<file path="config.mk">
export PLATFORM = sky130hd
export DESIGN_NAME = flash_host_ctrl
export DESIGN_NICKNAME = d
export VERILOG_FILES = /design/src/logic/spi_lane_shifter.v /design/src/logic/flash_host_ctrl.v
export VERILOG_INCLUDE_DIRS = /design/src /design/src/logic
export SDC_FILE = /design/constraint.sdc
export NUM_CORES = 1
export LEC_CHECK = 0
export BUFFER_PORTS_ARGS = -buffer_cell sky130_fd_sc_hd__buf_2
export CAP_MARGIN = 20
export CORE_MARGIN = 1.5
export CORE_UTILIZATION = 45
export DETAILED_ROUTE_END_ITERATION = 12
export PLACE_DENSITY = 0.73
export SYNTH_ARGS = -nofsm -noshare
export SYNTH_HDL_FRONTEND = slang
export SYNTH_HIERARCHICAL = 1
export SYNTH_SLANG_ARGS = --single-unit
</file>
<file path="constraint.sdc">
create_clock -name clk_sys -period 4.2 [get_ports clk_sys]
set_input_delay 0.63 -clock clk_sys [delete_from_list [all_inputs] [get_ports clk_sys]]
set_output_delay 0.63 -clock clk_sys [all_outputs]
set_load 0.005 [all_outputs]
</file>
<file path="src/logic/flash_host_defs.vh">
// shared constants of the serial flash host controller
`ifndef FLASH_HOST_DEFS_VH
`define FLASH_HOST_DEFS_VH

// register word addresses on the avalon slave
`define REG_CMD 3'h0
`define REG_ADDR 3'h1
`define REG_WDATA 3'h2
`define REG_RDATA 3'h3
`define REG_STATUS 3'h4
`define REG_CFG 3'h5

// command register fields
`define CMD_OP_LSB 0
`define CMD_LEN_LSB 8
`define MAX_LEN 3'h4

// status register fields
`define STAT_ACTIVE 0
`define STAT_DONE 1
`define STAT_REFUSED 2
`define STAT_DEV_LSB 8

// config register fields and reset value
`define CFG_QUAD 0
`define CFG_POLL 1
`define CFG_MODE_LSB 4
`define CFG_RST_QUAD 1'b0
`define CFG_RST_POLL 1'b1
`define CFG_RST_MODE 4'h0

// device status byte bits
`define DEV_BUSY 0
`define DEV_LATCH 1

// flash opcodes
`define OP_FREAD 8'h0b
`define OP_FREAD_DO 8'h3b
`define OP_FREAD_QO 8'h6b
`define OP_FREAD_DIO 8'hbb
`define OP_FREAD_QIO 8'heb
`define OP_PROG 8'h02
`define OP_QPROG 8'h32
`define OP_SECT_ERASE 8'h20
`define OP_HALF_ERASE 8'h52
`define OP_WREN 8'h06
`define OP_RDSTAT 8'h05

// dummy clocks and page size
`define DUMMY_FAST 4'h8
`define DUMMY_QIO 4'h4
`define PAGE_BYTES 10'h100

// frame kinds of one command
`define FR_WREN 2'h0
`define FR_MAIN 2'h1
`define FR_POLL 2'h2

// chip select high time between frames
`define SYS_CLK_NS 10
`define CS_HIGH_NS 50
`define CS_HIGH_CYC ((`CS_HIGH_NS + `SYS_CLK_NS - 1) / `SYS_CLK_NS)

`endif

</file>
<file path="src/logic/spi_lane_shifter.v">
// serial clock generator and 1/2/4 lane byte shifter
`timescale 1ns/1ns
`include "flash_host_defs.vh"

module spi_lane_shifter #(
  parameter HALF = 4
) (
  input wire clk_sys,
  input wire rstn,
  input wire go,
  input wire [3:0] clocks,
  input wire [2:0] lanes,
  input wire drive,
  input wire [7:0] tx,
  output wire done,
  output wire [7:0] rx,
  output wire sclk,
  output wire [3:0] lane_o,
  output wire [3:0] lane_oe,
  input wire [3:0] lane_i
);

  localparam [7:0] HALF_M1 = HALF - 1;

  reg [3:0] sync1_r; // first stage, read only by sync2_r
  reg [3:0] sync2_r; // lanes as seen by the logic
  reg [7:0] sh_r; // shift register
  reg [3:0] left_r; // clocks still to run
  reg [7:0] cnt_r; // half period counter
  reg act_r; // unit running
  reg hi_r; // serial clock high phase
  reg done_r;
  reg [7:0] rx_r;
  reg sclk_r;
  reg [3:0] lane_o_r;
  reg [3:0] lane_oe_r;
  reg [2:0] lanes_r;

  // lanes 2 and 3 idle high outside quad so hold and protect stay inactive
  function [3:0] out_of;
    input [7:0] sh;
    input [2:0] ln;
    begin
      if (ln == 3'h4) begin
        out_of = sh[7:4]; // lane3 carries the top bit of the nibble
      end else if (ln == 3'h2) begin
        out_of = {2'b11, sh[7:6]};
      end else begin
        out_of = {2'b11, 1'b0, sh[7]};
      end
    end
  endfunction

  // lanes the host drives for a given width and direction
  function [3:0] oe_of;
    input [2:0] ln;
    input dr;
    begin
      if (ln == 3'h4) begin
        oe_of = dr ? 4'hf : 4'h0;
      end else if (ln == 3'h2) begin
        oe_of = dr ? 4'hf : 4'hc;
      end else begin
        oe_of = 4'hd; // lane1 is the device output in single mode
      end
    end
  endfunction

  // byte after one more clock, incoming bits enter at the bottom
  wire [7:0] sh_in = (lanes_r == 3'h4) ? {sh_r[3:0], sync2_r} :
                     (lanes_r == 3'h2) ? {sh_r[5:0], sync2_r[1:0]} : {sh_r[6:0], sync2_r[1]};

  // two flop synchroniser for the lanes
  always @(posedge clk_sys or negedge rstn) begin
    if (!rstn) begin
      sync1_r <= 4'h0;
      sync2_r <= 4'h0;
    end else begin
      sync1_r <= lane_i;
      sync2_r <= sync1_r;
    end
  end

  // mode 0: outputs change while clock low, input taken at end of high phase
  always @(posedge clk_sys or negedge rstn) begin
    if (!rstn) begin
      sh_r <= 8'h00;
      left_r <= 4'h0;
      cnt_r <= 8'h00;
      act_r <= 1'b0;
      hi_r <= 1'b0;
      done_r <= 1'b0;
      rx_r <= 8'h00;
      sclk_r <= 1'b0;
      lane_o_r <= 4'hc;
      lane_oe_r <= 4'hd;
      lanes_r <= 3'h1;
    end else begin
      done_r <= 1'b0;
      if (!act_r) begin
        // idle: clock rests low
        if (go) begin
          sh_r <= tx;
          left_r <= clocks;
          lanes_r <= lanes;
          lane_o_r <= out_of(tx, lanes);
          lane_oe_r <= oe_of(lanes, drive); // released a full half period before the edge
          cnt_r <= HALF_M1;
          hi_r <= 1'b0;
          act_r <= 1'b1;
        end
      end else if (cnt_r != 8'h00) begin
        cnt_r <= cnt_r - 8'h01;
      end else if (!hi_r) begin
        // rising edge: device latches our bits
        sclk_r <= 1'b1;
        hi_r <= 1'b1;
        cnt_r <= HALF_M1;
      end else begin
        // falling edge: take device bits, present next ones
        sh_r <= sh_in;
        sclk_r <= 1'b0;
        hi_r <= 1'b0;
        cnt_r <= HALF_M1;
        if (left_r == 4'h1) begin
          act_r <= 1'b0;
          done_r <= 1'b1;
          rx_r <= sh_in;
        end else begin
          left_r <= left_r - 4'h1;
          lane_o_r <= out_of(sh_in, lanes_r);
        end
      end
    end
  end

  assign done = done_r;
  assign rx = rx_r;
  assign sclk = sclk_r;
  assign lane_o = lane_o_r;
  assign lane_oe = lane_oe_r;

endmodule

</file>
<file path="src/logic/flash_host_ctrl.v">
// serial flash host: avalon registers in, read/program/erase frames out
//
// The implementer's own choices: the register offsets and the Avalon-MM slave port.
`timescale 1ns/1ns
`include "flash_host_defs.vh"


module flash_host_ctrl #(
  parameter SCLK_HALF = 4
) (
  input wire clk_sys,
  input wire rstn,
  input wire [2:0] avs_address,
  input wire avs_read,
  input wire avs_write,
  input wire [31:0] avs_writedata,
  output wire [31:0] avs_readdata,
  output wire avs_waitrequest,
  output wire spi_cs_n,
  output wire spi_sclk,
  output wire [3:0] lane_o,
  output wire [3:0] lane_oe,
  input wire [3:0] lane_i
);

  localparam [8:0] S_IDLE = 9'h001;
  localparam [8:0] S_SETUP = 9'h002;
  localparam [8:0] S_OPC = 9'h004;
  localparam [8:0] S_ADR = 9'h008;
  localparam [8:0] S_MODE = 9'h010;
  localparam [8:0] S_DUM = 9'h020;
  localparam [8:0] S_DAT = 9'h040;
  localparam [8:0] S_END = 9'h080;
  localparam [8:0] S_GAP = 9'h100;
  localparam [7:0] HALF_M1 = SCLK_HALF - 1;
  localparam [7:0] GAP_M1 = `CS_HIGH_CYC - 1;

  reg [8:0] state_r;
  reg [8:0] state_nxt;
  reg [7:0] op_r; // opcode of the main frame
  reg [2:0] len_r; // data bytes of the main frame
  reg [23:0] addr_r;
  reg [31:0] wdata_r; // first byte sent from bits 7:0
  reg [31:0] rdata_r; // first byte read lands in bits 7:0
  reg [7:0] dev_stat_r; // last status byte polled
  reg cfg_quad_r; // software mirror of the device quad enable bit
  reg cfg_poll_r; // poll busy after program and erase
  reg [3:0] mode_nib_r; // low nibble of the continuous mode byte
  reg [1:0] frame_r;
  reg [2:0] idx_r; // byte index inside address or data phase
  reg [7:0] cnt_r; // select setup, hold and high time
  reg active_r;
  reg done_r;
  reg refused_r;
  reg cs_n_r;
  reg [31:0] readdata_r;
  reg waitreq_r;
  reg go_r; // one cycle launch for the shifter
  reg [3:0] clocks_r;
  reg [2:0] lanes_r;
  reg drive_r;
  reg [7:0] tx_r;

  wire phy_done;
  wire [7:0] phy_rx;

  // address, mode, dummy, data format of an opcode: {rd, data lanes, dummies, mode, addr lanes}
  function [11:0] cmd_fmt;
    input [7:0] op;
    begin
      case (op)
        `OP_FREAD: cmd_fmt = {1'b1, 3'h1, `DUMMY_FAST, 1'b0, 3'h1};
        `OP_FREAD_DO: cmd_fmt = {1'b1, 3'h2, `DUMMY_FAST, 1'b0, 3'h1};
        `OP_FREAD_QO: cmd_fmt = {1'b1, 3'h4, `DUMMY_FAST, 1'b0, 3'h1};
        `OP_FREAD_DIO: cmd_fmt = {1'b1, 3'h2, 4'h0, 1'b1, 3'h2}; // mode byte fills the four dummies
        `OP_FREAD_QIO: cmd_fmt = {1'b1, 3'h4, `DUMMY_QIO, 1'b1, 3'h4};
        `OP_PROG: cmd_fmt = {1'b0, 3'h1, 4'h0, 1'b0, 3'h1};
        `OP_QPROG: cmd_fmt = {1'b0, 3'h4, 4'h0, 1'b0, 3'h4};
        `OP_SECT_ERASE: cmd_fmt = {1'b0, 3'h0, 4'h0, 1'b0, 3'h1};
        `OP_HALF_ERASE: cmd_fmt = {1'b0, 3'h0, 4'h0, 1'b0, 3'h1};
        `OP_WREN: cmd_fmt = 12'h000;
        default: cmd_fmt = {1'b1, 3'h1, 4'h0, 1'b0, 3'h0}; // status reads and others: opcode then data
      endcase
    end
  endfunction

  // opcodes that need the device quad enable bit
  function is_quad;
    input [7:0] op;
    begin
      is_quad = (op == `OP_FREAD_QO) || (op == `OP_FREAD_QIO) || (op == `OP_QPROG);
    end
  endfunction

  // page program opcodes
  function is_prog;
    input [7:0] op;
    begin
      is_prog = (op == `OP_PROG) || (op == `OP_QPROG);
    end
  endfunction

  // opcodes that start a self-timed cycle
  function is_cycle;
    input [7:0] op;
    begin
      is_cycle = is_prog(op) || (op == `OP_SECT_ERASE) || (op == `OP_HALF_ERASE);
    end
  endfunction

  // serial clocks per byte for a lane count
  function [3:0] clk_of;
    input [2:0] ln;
    begin
      if (ln == 3'h4) begin
        clk_of = 4'h2;
      end else if (ln == 3'h2) begin
        clk_of = 4'h4;
      end else begin
        clk_of = 4'h8;
      end
    end
  endfunction

  // current frame opcode and its format
  wire [7:0] cur_op = (frame_r == `FR_WREN) ? `OP_WREN : (frame_r == `FR_POLL) ? `OP_RDSTAT : op_r;
  wire [11:0] fmt = cmd_fmt(cur_op);
  wire [2:0] adr_ln = fmt[2:0];
  wire has_mode = fmt[3];
  wire [3:0] dummies = fmt[7:4];
  wire [2:0] dat_ln = fmt[10:8];
  wire dat_rd = fmt[11];
  wire [2:0] nbytes = (frame_r == `FR_WREN) ? 3'h0 : (frame_r == `FR_POLL) ? 3'h1 :
                      (dat_ln == 3'h0) ? 3'h0 : len_r;

  // phase order inside a frame
  wire [8:0] after_dum = (nbytes != 3'h0) ? S_DAT : S_END;
  wire [8:0] after_mode = (dummies != 4'h0) ? S_DUM : after_dum;
  wire [8:0] after_adr = has_mode ? S_MODE : after_mode;
  wire [8:0] after_opc = (adr_ln != 3'h0) ? S_ADR : after_adr;

  // frame that follows the current one
  wire poll_more = (frame_r == `FR_POLL) && dev_stat_r[`DEV_BUSY]; // keep polling while busy
  wire main_next = (frame_r == `FR_MAIN) && is_cycle(op_r) && cfg_poll_r;
  wire more_frame = (frame_r == `FR_WREN) || main_next || poll_more;
  wire [1:0] frame_nxt = (frame_r == `FR_WREN) ? `FR_MAIN : `FR_POLL;

  // avalon handshake and command acceptance
  wire ack = (avs_read || avs_write) && !waitreq_r;
  wire cmd_wr = ack && avs_write && (avs_address == `REG_CMD);
  wire [7:0] new_op = avs_writedata[`CMD_OP_LSB +: 8];
  wire [2:0] raw_len = avs_writedata[`CMD_LEN_LSB +: 3];
  wire [2:0] new_len = (raw_len > `MAX_LEN) ? `MAX_LEN : raw_len;
  wire [9:0] page_end = {2'b00, addr_r[7:0]} + {7'h00, new_len};
  wire bad_quad = is_quad(new_op) && !cfg_quad_r;
  wire bad_page = is_prog(new_op) && ((new_len == 3'h0) || (page_end > `PAGE_BYTES));
  wire start_ok = cmd_wr && !active_r && !bad_quad && !bad_page;

  // launch a shifter unit on entry to a phase or on each further byte
  wire unit_nxt = (state_nxt & (S_OPC | S_ADR | S_MODE | S_DUM | S_DAT)) != 9'h000;
  wire launch = unit_nxt && ((state_nxt != state_r) || phy_done);
  wire [2:0] idx_use = (state_nxt == state_r) ? (idx_r + 3'h1) : 3'h0;
  wire [4:0] abit = 5'h10 - {idx_use[1:0], 3'h0}; // address high byte first

  // phase sequencing
  always @* begin
    state_nxt = state_r;
    case (state_r)
      S_IDLE: begin
        if (start_ok) begin
          state_nxt = S_SETUP;
        end
      end
      S_SETUP: begin
        if (cnt_r == 8'h00) begin
          state_nxt = S_OPC;
        end
      end
      S_OPC: begin
        if (phy_done) begin
          state_nxt = after_opc;
        end
      end
      S_ADR: begin
        if (phy_done && (idx_r == 3'h2)) begin
          state_nxt = after_adr;
        end
      end
      S_MODE: begin
        if (phy_done) begin
          state_nxt = after_mode;
        end
      end
      S_DUM: begin
        if (phy_done) begin
          state_nxt = after_dum;
        end
      end
      S_DAT: begin
        if (phy_done && ((idx_r + 3'h1) == nbytes)) begin
          state_nxt = S_END;
        end
      end
      S_END: begin
        if (cnt_r == 8'h00) begin
          state_nxt = S_GAP;
        end
      end
      S_GAP: begin
        if (cnt_r == 8'h00) begin
          state_nxt = more_frame ? S_SETUP : S_IDLE;
        end
      end
      default: begin
        state_nxt = S_IDLE;
      end
    endcase
  end

  // frame engine
  always @(posedge clk_sys or negedge rstn) begin
    if (!rstn) begin
      state_r <= S_IDLE;
      op_r <= 8'h00;
      len_r <= 3'h0;
      frame_r <= `FR_MAIN;
      idx_r <= 3'h0;
      cnt_r <= 8'h00;
      active_r <= 1'b0;
      done_r <= 1'b0;
      refused_r <= 1'b0;
      cs_n_r <= 1'b1;
      rdata_r <= 32'h00000000;
      dev_stat_r <= 8'h00;
      go_r <= 1'b0;
      clocks_r <= 4'h8;
      lanes_r <= 3'h1;
      drive_r <= 1'b1;
      tx_r <= 8'h00;
    end else begin
      state_r <= state_nxt;
      go_r <= launch;
      // a refused command never reaches the pins
      if (cmd_wr) begin
        refused_r <= !start_ok;
      end
      if (start_ok) begin
        op_r <= new_op;
        len_r <= new_len;
        frame_r <= is_cycle(new_op) ? `FR_WREN : `FR_MAIN; // latch set first
        active_r <= 1'b1;
        done_r <= 1'b0;
        rdata_r <= 32'h00000000;
      end
      // select timing
      if (state_nxt == S_SETUP && state_r != S_SETUP) begin
        cs_n_r <= 1'b0;
        cnt_r <= HALF_M1;
      end else if (state_nxt == S_END && state_r != S_END) begin
        cnt_r <= HALF_M1;
      end else if (state_nxt == S_GAP && state_r != S_GAP) begin
        cs_n_r <= 1'b1; // only after whole bytes
        cnt_r <= GAP_M1;
      end else if (cnt_r != 8'h00) begin
        cnt_r <= cnt_r - 8'h01;
      end
      if (state_r == S_GAP && cnt_r == 8'h00) begin
        if (more_frame) begin
          frame_r <= frame_nxt;
        end else begin
          active_r <= 1'b0;
          done_r <= 1'b1;
        end
      end
      // capture read bytes, dummy bits are never stored
      if (phy_done && state_r == S_DAT && dat_rd) begin
        if (frame_r == `FR_POLL) begin
          dev_stat_r <= phy_rx; // busy and latch bits, readable any time
        end else begin
          rdata_r[{idx_r[1:0], 3'h0} +: 8] <= phy_rx;
        end
      end
      // unit parameters for the shifter
      if (launch) begin
        idx_r <= idx_use;
        if (state_nxt == S_OPC) begin
          clocks_r <= 4'h8;
          lanes_r <= 3'h1;
          drive_r <= 1'b1;
          tx_r <= cur_op;
        end else if (state_nxt == S_ADR) begin
          clocks_r <= clk_of(adr_ln);
          lanes_r <= adr_ln;
          drive_r <= 1'b1;
          tx_r <= addr_r[abit +: 8];
        end else if (state_nxt == S_MODE) begin
          clocks_r <= clk_of(adr_ln);
          lanes_r <= adr_ln;
          drive_r <= 1'b1;
          tx_r <= {4'hf, mode_nib_r};
        end else if (state_nxt == S_DUM) begin
          clocks_r <= dummies;
          lanes_r <= dat_ln;
          drive_r <= (dat_ln == 3'h1); // multi-lane reads free the lanes here
          tx_r <= 8'h00;
        end else begin
          clocks_r <= clk_of(dat_ln);
          lanes_r <= dat_ln;
          drive_r <= !dat_rd;
          tx_r <= wdata_r[{idx_use[1:0], 3'h0} +: 8]; // sent as given, software keeps it to erased bytes
        end
      end
    end
  end

  // avalon slave: one wait cycle, then a single cycle answer
  always @(posedge clk_sys or negedge rstn) begin
    if (!rstn) begin
      waitreq_r <= 1'b1;
      readdata_r <= 32'h00000000;
      addr_r <= 24'h000000;
      wdata_r <= 32'h00000000;
      cfg_quad_r <= `CFG_RST_QUAD;
      cfg_poll_r <= `CFG_RST_POLL;
      mode_nib_r <= `CFG_RST_MODE;
    end else begin
      waitreq_r <= !((avs_read || avs_write) && waitreq_r);
      if (avs_read && waitreq_r) begin
        if (avs_address == `REG_CMD) begin
          readdata_r <= {21'h000000, len_r, op_r};
        end else if (avs_address == `REG_ADDR) begin
          readdata_r <= {8'h00, addr_r};
        end else if (avs_address == `REG_WDATA) begin
          readdata_r <= wdata_r;
        end else if (avs_address == `REG_RDATA) begin
          readdata_r <= rdata_r;
        end else if (avs_address == `REG_STATUS) begin
          readdata_r <= {16'h0000, dev_stat_r, 5'h00, refused_r, done_r, active_r};
        end else if (avs_address == `REG_CFG) begin
          readdata_r <= {24'h000000, mode_nib_r, 2'b00, cfg_poll_r, cfg_quad_r};
        end else begin
          readdata_r <= 32'h00000000; // unmapped reads as zero
        end
      end
      // address and data are frozen while a command runs
      if (ack && avs_write && !active_r) begin
        if (avs_address == `REG_ADDR) begin
          addr_r <= avs_writedata[23:0];
        end else if (avs_address == `REG_WDATA) begin
          wdata_r <= avs_writedata;
        end else if (avs_address == `REG_CFG) begin
          cfg_quad_r <= avs_writedata[`CFG_QUAD];
          cfg_poll_r <= avs_writedata[`CFG_POLL];
          mode_nib_r <= avs_writedata[`CFG_MODE_LSB +: 4];
        end
      end
    end
  end

  spi_lane_shifter #(
    .HALF(SCLK_HALF)
  ) u_shift (
    .clk_sys(clk_sys),
    .rstn(rstn),
    .go(go_r),
    .clocks(clocks_r),
    .lanes(lanes_r),
    .drive(drive_r),
    .tx(tx_r),
    .done(phy_done),
    .rx(phy_rx),
    .sclk(spi_sclk),
    .lane_o(lane_o),
    .lane_oe(lane_oe),
    .lane_i(lane_i)
  );

  assign avs_readdata = readdata_r;
  assign avs_waitrequest = waitreq_r;
  assign spi_cs_n = cs_n_r;

endmodule

</file>
# Word level (Yosys, flattened, before mapping)
# Cells that the tools add are included.
# totals
memories	0
latchBits	0
out_inout_bits	43
in_bits	43
word_cells	298
mem_bits_ro	0
mem_bits_rw	0
reg_bits	239
# op_classes
addsub	7
n_mul	0
muxes	110
reduce_logical	70
bitwise_logic	4
shifts	4
div_mod_pow	0
eq_ne	64
order_cmp	2
# ops
op	count
$mux 32	7
$mux 8	20
$pmux 12 s9	1
$mux 4	23
$mux 9	9
$pmux 9 s9	1
$eq 8x6->1 const B	7
$eq 8x7->1 const B	5
$bwmux 32	1
$shift 8x7->32 const A	1
$shiftx 32x6->8	1
$shiftx 8x7->32	1
$mux 7	4
$mux 1	27
$eq 8x2->1 const B	3
$eq 8x8->1 const B	3
$mux 3	8
$shiftx 24x6->8	1
$logic_and 1x1->1	23
$eq 3x2->1 const B	7
$eq 3x3->1 const B	6
$eq 9x2->1 const B	2
$eq 9x3->1 const B	2
$eq 9x4->1 const B	2
other kinds (44)	96

# Depth between registers and ports, before layout
# Gate-level depths: netlist (run 1).
# depth
depth_word	24
ltp_mapped	17
ltp_nobuf	15

# Hierarchy
# The synthesis (run 1) kept the hierarchy.
# modules_own_cells
module	n_inst	area_each_um2	seq_area_each_um2	cells_each
flash_host_ctrl	1	10229.8	4714.5	1025
spi_lane_shifter	1	2575.0	1232.4	261

# Least setup slack after synthesis (run 1)
# No wires, ideal clock.
# synth_path
path_type	input to register
from	input avs_writedata[8]
to	register tx_r[2]
path_slack_ps	481
arrival_ps	3586
path_stages	14
required_time_ps	4067
n_path_buf	0
setup_time_ps	133
path_cell_list	nor2b_1 ha_1 inv_1 fa_1 nand3b_1 a211oi_1 or3_1 o2111a_2 a2111oi_4 nand3_2 or2_4 o221a_2 a2111oi_2 nor3_1
# synth_between
elab_chain_cells	17
word_cells_on_any_way	28
classes_between	add/sub: 2; order compare: 2; eq/ne: 6; shift: 2; mux: 8; reduce/logical: 8
# synth_rtl
item	line	text
start, declared	flash_host_ctrl.v:16	input wire [31:0] avs_writedata,
$gt 3x3->1 (no source line)	--	
$mux 3 (*)	flash_host_ctrl.v:153	wire [2:0] new_len = (raw_len > `MAX_LEN) ? `MAX_LEN : raw_len;
$add 8x3->9	flash_host_ctrl.v:154	wire [9:0] page_end = {2'b00, addr_r[7:0]} + {7'h00, new_len};
$gt 9x9->1 (no source line)	--	
$logic_or 1x1->1 (*)	flash_host_ctrl.v:156	wire bad_page = is_prog(new_op) && ((new_len == 3'h0) || (page_end > `PAGE_BYTES));
$logic_and 1x1->1 (*)	flash_host_ctrl.v:156	
$logic_not 1->1 (*)	flash_host_ctrl.v:157	wire start_ok = cmd_wr && !active_r && !bad_quad && !bad_page;
$logic_and 1x1->1 (*)	flash_host_ctrl.v:157	
$mux 9 (*)	flash_host_ctrl.v:170	if (start_ok) begin
$pmux 9 s9 (*)	flash_host_ctrl.v:168	case (state_r)
branches (longest 7 deep; another with $sub 5x5->5)	--	
end signal, assigned	flash_host_ctrl.v:290	tx_r <= cur_op;
end signal, assigned	flash_host_ctrl.v:295	tx_r <= addr_r[abit +: 8];
end signal, assigned	flash_host_ctrl.v:300	tx_r <= {4'hf, mode_nib_r};
end, declared	flash_host_ctrl.v:62	reg [7:0] tx_r;
# Mark *: on every way between the ends.
# A chain may end at the register's enable or synchronous reset.

# Final worst setup path (run 1)
# layout_path
from	register frame_r[0]
to	register tx_r[7]
# layout_between
elab_chain_cells	24
word_cells_on_any_way	60
classes_between	add/sub: 1; eq/ne: 19; shift: 2; mux: 23; reduce/logical: 15
# layout_rtl
item	line	text
start, declared	flash_host_ctrl.v:49	reg [1:0] frame_r;
start signal, assigned	flash_host_ctrl.v:226	frame_r <= `FR_MAIN;
start signal, assigned	flash_host_ctrl.v:250	frame_r <= is_cycle(new_op) ? `FR_WREN : `FR_MAIN;
start signal, assigned	flash_host_ctrl.v:269	frame_r <= frame_nxt;
branches (longest 24 deep; another with $pmux 12 s9)	--	
# Parallel ways; which one is timed is not known.

==> results.sh, run 1 <==
export IMPL_reg2reg_from="frame_r[0]"
export IMPL_ctsResizeCount=0
export IMPL_yosys_top_cells_area="dfrtp_1 44%, mux2_2 8.5%, o21ai_0 4.0%, nand2_1 3.7%, a21oi_1 2.9%"
export IMPL_yosys_area_top_type_share=0.438
export IMPL_grt_total_usage=0.265
export IMPL_p_leak_nw=6.50
export IMPL_clk_pin_slew_ps=70
export IMPL_outcome="finished, final reports clean"
export IMPL_max_slew_margin=0.339
export IMPL_antenna_found_initial=0
export IMPL_yosysWarnings=6
export IMPL_area_growth_pct=13.7
export IMPL_cts_max_level=1
export IMPL_fillers=2505
export IMPL_place_area_um2=13700
export IMPL_fin_crit_ps=3900
export IMPL_post_cts_setup_buffer_count=0
export IMPL_ys_ff_latch=237
export IMPL_async_reset_ff_frac=1.00
export IMPL_regArea_um2=5950
export IMPL_worstSetupEndpointType="register"
export IMPL_powerDensity_nw_per_um2=443
export IMPL_rr_endpoint="tx_r[7]"
export IMPL_cp_start_kind="register"
export IMPL_final_nets=1421
export IMPL_crit_arrival_ps=4320
export IMPL_drc_errors=0
export IMPL_core_area_um2=27900
export IMPL_cts_buffers=26
export IMPL_critPathMaxFanout=9
export IMPL_multi_input_area_um2=6370
export IMPL_grt_pass1_wl_um=60400
export IMPL_hold_violations=0
export IMPL_cts_hold_buf=0
export IMPL_reg2reg_slack_ps=300
export IMPL_vias=10907
export IMPL_drive_gt1_frac=0.225
export IMPL_dr_first_iter_drc_count=1122
export IMPL_synth_edf_count=0
export IMPL_die_y_um=172
export IMPL_wl_per_cell_um=21.8
export IMPL_diodes=0
export IMPL_synth_cell_types=101
export IMPL_tns_ps=0
export IMPL_clockBufferDepth=3
export IMPL_clkSinkCount=237
export IMPL_place_congestion=0.938
export IMPL_synth_ff_type="dfrtp_1"
export IMPL_worstMarginPinSlew_ps=992
export IMPL_io_pins=86
export IMPL_ant_nets=0
export IMPL_r2r_cells=11
export IMPL_maxCapViolCount=0
export IMPL_io_buffers=85
export IMPL_worstPathRequired_ps=4620
export IMPL_drt_wl_total_um=38300
export IMPL_viasPerCell=6.20
export IMPL_slew_viol_final=0
export IMPL_final_period_utilization=0.929
export IMPL_grt_max_degree=124
export IMPL_wl_met3_um=2630
export IMPL_synthCells=1286
export IMPL_max_freq_mhz=256
export IMPL_dp_hpwl_um=27600
export IMPL_syn_nets=1345
export IMPL_topRoutingLayerUsed="met4"
export IMPL_grt_pass1_vias=10446
export IMPL_peakVddDrop_v=0.000346
export IMPL_drt_pass1_iter_count=8
export IMPL_design_die_area_um2=29500
export IMPL_min_delay_path_class="primary input to asynchronous set/reset pin"
export IMPL_avgSynthCellArea_um2=9.96
export IMPL_rows=61
export IMPL_cts_tree="done"
export IMPL_critPathKind="register to register"
export IMPL_synth_area_leader_cell="dfrtp_1"
export IMPL_dieWidth_um=172
export IMPL_final_setup_viol_count=0
export IMPL_rsz0062_at_grt="false"
export IMPL_initial_core_util=0.460
export IMPL_insertion_delay_ps=550
export IMPL_cts_root_buffer="clkbuf_16"
export IMPL_fin_skew_ps=26.5
export IMPL_dr_wl_met2_um=17800
export IMPL_ys_seq_area_frac=0.464
export IMPL_p_total_mw=6.45
export IMPL_final_cell_area_um2=14600
export IMPL_utilization=0.523
export IMPL_m1WireLength_um=16300
export IMPL_synthesis_area_um2=12800
export IMPL_grt_overflow_total=0
==> area by class of cell <==
type,instances,area share
Clock buffer,33,0.0492
Clock inverter,15,0.0110
Inverter,37,0.00954
Multi-Input combinational cell,935,0.438
Sequential cell,237,0.409
Tap cell,378,0.0325
Timing Repair Buffer,125,0.0514
==> cell families (layout without fill, tap and decap cells) <==
logic type	Yosys count	in the layout	share of synthesized area
buf+inv	114	210	0.0378
simple gates	401	401	0.161
compound gates	377	377	0.201
flops	237	237	0.464
mux	123	123	0.107
fa+ha+maj	16	16	0.0162
other cells	1	1	0.000293
xor+xnor	17	17	0.0116
==> power by group <==
group	internal [mW]	switching [mW]
logic	0.529	0.617
registers	2.58	0.401
clock network	1.34	0.982
==> cells in the mapped netlist, types with 6 or more instances <==
master and n:
nand4_1 6, nor4_1 14, nor2_1 85, ha_1 15, inv_1 31, a22o_1 39
nand2b_1 7, and3_1 12, nor4b_1 7, o31ai_1 12, a211oi_1 10, a22oi_1 25
nand3b_1 9, dfrtp_1 224, nor3b_1 8, clkbuf_1 42, mux2i_1 24, mux2_2 97
nand2_1 125, o221ai_1 12, dfstp_2 13, nor2b_1 13, o211ai_1 13, and2_1 8
or3_1 9, xor2_1 9, o21ai_0 102, buf_1 16, buf_2 11, and4_1 6
a21oi_1 74, a31oi_1 14, nand3_1 32, xnor2_1 8, a21o_1 6, nor3_1 32
==> worst max-delay path, cell delays in order, from the launching register on <==
cell and delay (ps):
dfstp_2 640, nand3b_1 300, or2_1 440, a211o_1 400, a31oi_1 250, mux2i_1 180, nor4_4 580, nor2_1 200
buf_4 200, a22oi_1 140, o2111ai_1 170, a31o_2 260
==> flip-flops by register name (all words and copies together), names as in the netlist, 9 cells and up <==
name,count
state_r,9
wdata_r,32
addr_r,24
rdata_r,32
avs_readdata,32
==> cell usage in the layout (no fill, tap or decap), drive strengths merged, types with 7 or more instances in the layout <==
master / Yosys / routed
dfrtp: 224 / 224
nand2: 125 / 125
buf: 34 / 125
o21ai: 107 / 107
mux2: 98 / 98
nor2: 86 / 86
a21oi: 74 / 74
a22o: 39 / 39
nand3: 33 / 33
inv: 32 / 33
clkbuf: 43 / 33
nor3: 32 / 32
a22oi: 25 / 25
mux2i: 24 / 24
nor4: 16 / 16
ha: 15 / 15
a31oi: 14 / 14
nor2b: 13 / 13
o211ai: 13 / 13
dfstp: 13 / 13
and3: 12 / 12
o31ai: 12 / 12
o221ai: 12 / 12
clkinv: 5 / 12
a211oi: 10 / 10
or3: 10 / 10
nand3b: 9 / 9
xor2: 9 / 9
nor3b: 8 / 8
and2: 8 / 8
xnor2: 8 / 8
nor4b: 8 / 8
nand2b: 7 / 7
==> layer usage <==
metal / vias to the layer above / global-route usage
met5: - / 0
met4: 0 / 0.113
met3: 91 / 0.0377
met2: 498 / 0.426
met1: 5385 / 0.359
li1: 4933 / -
==> stage by stage <==
| stage | hold WS, ps | instances | setup WS (ps) |
|---|---|---|---|
| 3_3_place_gp | 333 | 1711 | 132 |
| 2_1_floorplan | 331 | 1286 | 481 |
| 4_1_cts | 194 | 1759 | 387 |
| 3_5_place_dp | 337 | 1711 | 3.00 |
| 6_report | 164 | 1760 | 299 |
| 5_1_grt | 189 | 1760 | 13.1 |
==> worst max-delay path by stage <==
stage / from / end / depth (start not counted)
floorplan: avs_writedata[8] / tx_r[2] / 14
global route: frame_r[0] / tx_r[7] / 11
detailed placement: avs_writedata[8] / tx_r[2] / 15
global placement: avs_writedata[10] / tx_r[2] / 15
CTS: frame_r[0] / tx_r[7] / 11
finish: frame_r[0] / tx_r[7] / 11
Power figures use the tool's default switching activity.
==> run 2: changes to the inputs <==
--- a/config.mk
+++ b/config.mk
@@ -6,12 +6,12 @@
 export SDC_FILE = /design/constraint.sdc
 export NUM_CORES = 1
 export LEC_CHECK = 0
-export BUFFER_PORTS_ARGS = -buffer_cell sky130_fd_sc_hd__buf_2
 export CAP_MARGIN = 20
 export CORE_MARGIN = 1.5
 export CORE_UTILIZATION = 45
 export DETAILED_ROUTE_END_ITERATION = 12
-export PLACE_DENSITY = 0.73
+export DONT_BUFFER_PORTS = 1
+export PLACE_DENSITY = 0.71
 export SYNTH_ARGS = -nofsm -noshare
 export SYNTH_HDL_FRONTEND = slang
 export SYNTH_HIERARCHICAL = 1
==> run 2 against run 1 <==
  * Wire length is 1.8% lower
  * Worst setup slack better by 74 ps
  * Sequential share of layout area is 1.2 points higher
  * Sequential power hardly changed
  * Final cell count is 5.6% lower
  * The run now ends with hold timing left
  * Highest routed layer unchanged
  * Clock skew is 8.7 ps lower
  * Flip-flop and latch count stayed put
  * Non-clock buffer count is 96 lower
  * Core utilization is 1.5 points lower
  * Largest power group unchanged
  * Combinational power is 15% lower
  * Register-to-register slack better by 70 ps
  * Critical path depth is 3 higher
==> results.sh, run 2 (synthesis gave the netlist of run 1 again) <==
export IMPL_p_total_mw=6.59
export IMPL_vias=10421
export IMPL_grt_total_usage=0.261
export IMPL_max_slew_margin=0.362
export IMPL_worstMarginPinSlew_ps=957
export IMPL_hold_ws_ps=-202
export IMPL_drc_errors=0
export IMPL_dr_first_iter_drc_count=941
export IMPL_grt_busiest_layer="met2"
export IMPL_drive_gt1_frac=0.167
export IMPL_critPathKind="register to register"
export IMPL_outcome="complete, but fails checks"
export IMPL_die_y_um=172
export IMPL_cts_root_buffer="clkbuf_16"
export IMPL_ant_nets=0
export IMPL_worstSetupEndpointType="register"
export IMPL_initial_core_util=0.460
export IMPL_use_met3=0.0449
export IMPL_drt_wl_total_um=37700
export IMPL_crit_top_cell="a211oi_1"
export IMPL_final_period_utilization=0.911
export IMPL_dp_hpwl_um=26800
export IMPL_io_buffers=0
export IMPL_hold_violations=226
export IMPL_max_freq_mhz=261
export IMPL_final_nets=1325
export IMPL_mostFrequentLayoutCells="224 x dfrtp_1, 125 x nand2_1, 102 x o21ai_0"
export IMPL_cts_tree="done"
export IMPL_clkSinkCount=237
export IMPL_use_met1=0.365
export IMPL_antenna_found_initial=0
export IMPL_viasPerCell=6.27
export IMPL_tns_ps=0
export IMPL_rows=61
export IMPL_wl_per_cell_um=22.7
export IMPL_area_growth_pct=10.3
export IMPL_final_cell_area_um2=14100
export IMPL_slowest_delay_ps=450
export IMPL_worstPathRequired_ps=4600
export IMPL_crit_chain="ha_1 > inv_1 > fa_1 > nand3b_1 > a211oi_1 > or3_1 > o2111a_2 > a2111oi_4 > nand3_2 > buf_4 > o21ai_0 > a2bb2oi_1 > a211oi_1 > o41ai_2"
export IMPL_place_congestion=0.934
export IMPL_diodes=0
export IMPL_dieWidth_um=172
export IMPL_grt_pass1_wl_um=59400
export IMPL_insertion_delay_ps=540
export IMPL_clk_pin_slew_ps=60
export IMPL_cts_max_level=1
export IMPL_io_pins=86
export IMPL_reg2reg_slack_ps=370
export IMPL_min_delay_path_class="primary input to asynchronous set/reset pin"
export IMPL_place_area_um2=13200
export IMPL_fin_skew_ps=17.8
export IMPL_crit_arrival_ps=4230
export IMPL_design_die_area_um2=29500
export IMPL_cts_buffers=26
export IMPL_core_area_um2=27900
export IMPL_peakVddDrop_v=0.000369
export IMPL_final_common_cell="dfrtp_1"
export IMPL_fin_crit_ps=3830
export IMPL_final_setup_viol_count=0
export IMPL_cp_start_kind="register"
export IMPL_clockBufferDepth=3
export IMPL_rsz0062_at_grt="false"
export IMPL_violations="hold timing"
export IMPL_fillers=2511
export IMPL_path_delay_family="compound AO/OA/AOI/OAI gates"
export IMPL_grt_overflow_total=0
export IMPL_cp_slowest_cell="dfrtp_1"
export IMPL_powerDensity_nw_per_um2=467
export IMPL_cp_num_buf_inv=2
export IMPL_grt_pass1_vias=10018
export IMPL_critPathMaxFanout=5
export IMPL_use_met2=0.409
export IMPL_drt_pass1_iter_count=5
export IMPL_grt_max_degree=238
export IMPL_p_leak_nw=6.12
export IMPL_slew_viol_final=0
export IMPL_maxCapViolCount=0
[run 2: cell count changes in the layout (fill, tap and decap cells not counted), moves of 2 or more]
cell and change:
clkinvlp_4 -4, buf_4 -10, clkbuf_1 -2, bufinv_16 +5
buf_2 -84, clkbuf_8 -2
[run 2: per-stage QoR]
| stage | utilization | setup WS [ps] | cells | hold slack [ps] |
|---|---|---|---|---|
| after floorplan | - | 481 | 1286 | 331 |
| after global placement | 0.472 | 157 | 1616 | 333 |
| after detailed placement | 0.472 | 108 | 1616 | 341 |
| after CTS | 0.507 | 400 | 1662 | -209 |
| after global routing | 0.507 | 210 | 1662 | -223 |
| final | 0.507 | 373 | 1662 | -202 |
[run 2: repair_timing]
item | CTS | global route
setup buffers | 0 | 0
resized for setup | 0 | 0
endpoints found under the hold margin | 229 | 227
[run 2: area by class of cell]
type / instances / area, um^2 / share of cell area
Clock buffer: 30 / 707 / 0.0500
Timing Repair Buffer: 29 / 218 / 0.0154
Inverter: 37 / 139 / 0.00983
Sequential cell: 237 / 5950 / 0.421
Tap cell: 378 / 473 / 0.0335
Multi-Input combinational cell: 935 / 6370 / 0.451
Clock inverter: 16 / 273 / 0.0193
[run 2: routing by layer]
layer,up-vias,part of all wire
li1,4735,-
met1,5213,0.44
met2,396,0.46
met3,77,0.065
met4,0,0.037
met5,-,0
[run 2: path summary, 6_finish.rpt]
check                                   start  depth (start not counted)                 end
max in group asynchronous                rstn                          0    u_shift/cnt_r[6]
hold reg to reg            u_shift/sync1_r[1]                          0  u_shift/sync2_r[1]
min in group clk_sys                lane_i[0]                          0  u_shift/sync1_r[0]
setup reg to reg                    addr_r[0]                         14             tx_r[0]
hold / removal                           rstn                          0          state_r[1]
setup / recovery                    addr_r[0]                         14             tx_r[0]
[run 2: worst register-to-register path: stages (launching register included)]
cell	delay, ps
dfrtp_1	450
ha_1	240
inv_1	70
fa_1	430
nand3b_1	110
a211oi_1	80
or3_1	380
o2111a_2	320
a2111oi_4	420
nand3_2	140
buf_4	190
o21ai_0	260
a2bb2oi_1	110
a211oi_1	360
o41ai_2	130
[run 2: where the power goes]
group	switching, mW	internal [mW]	leakage, nW
clock	0.974	1.64	0.480
sequential	0.427	2.58	3.07
combinational	0.503	0.473	2.58
total	1.90	4.69	6.12
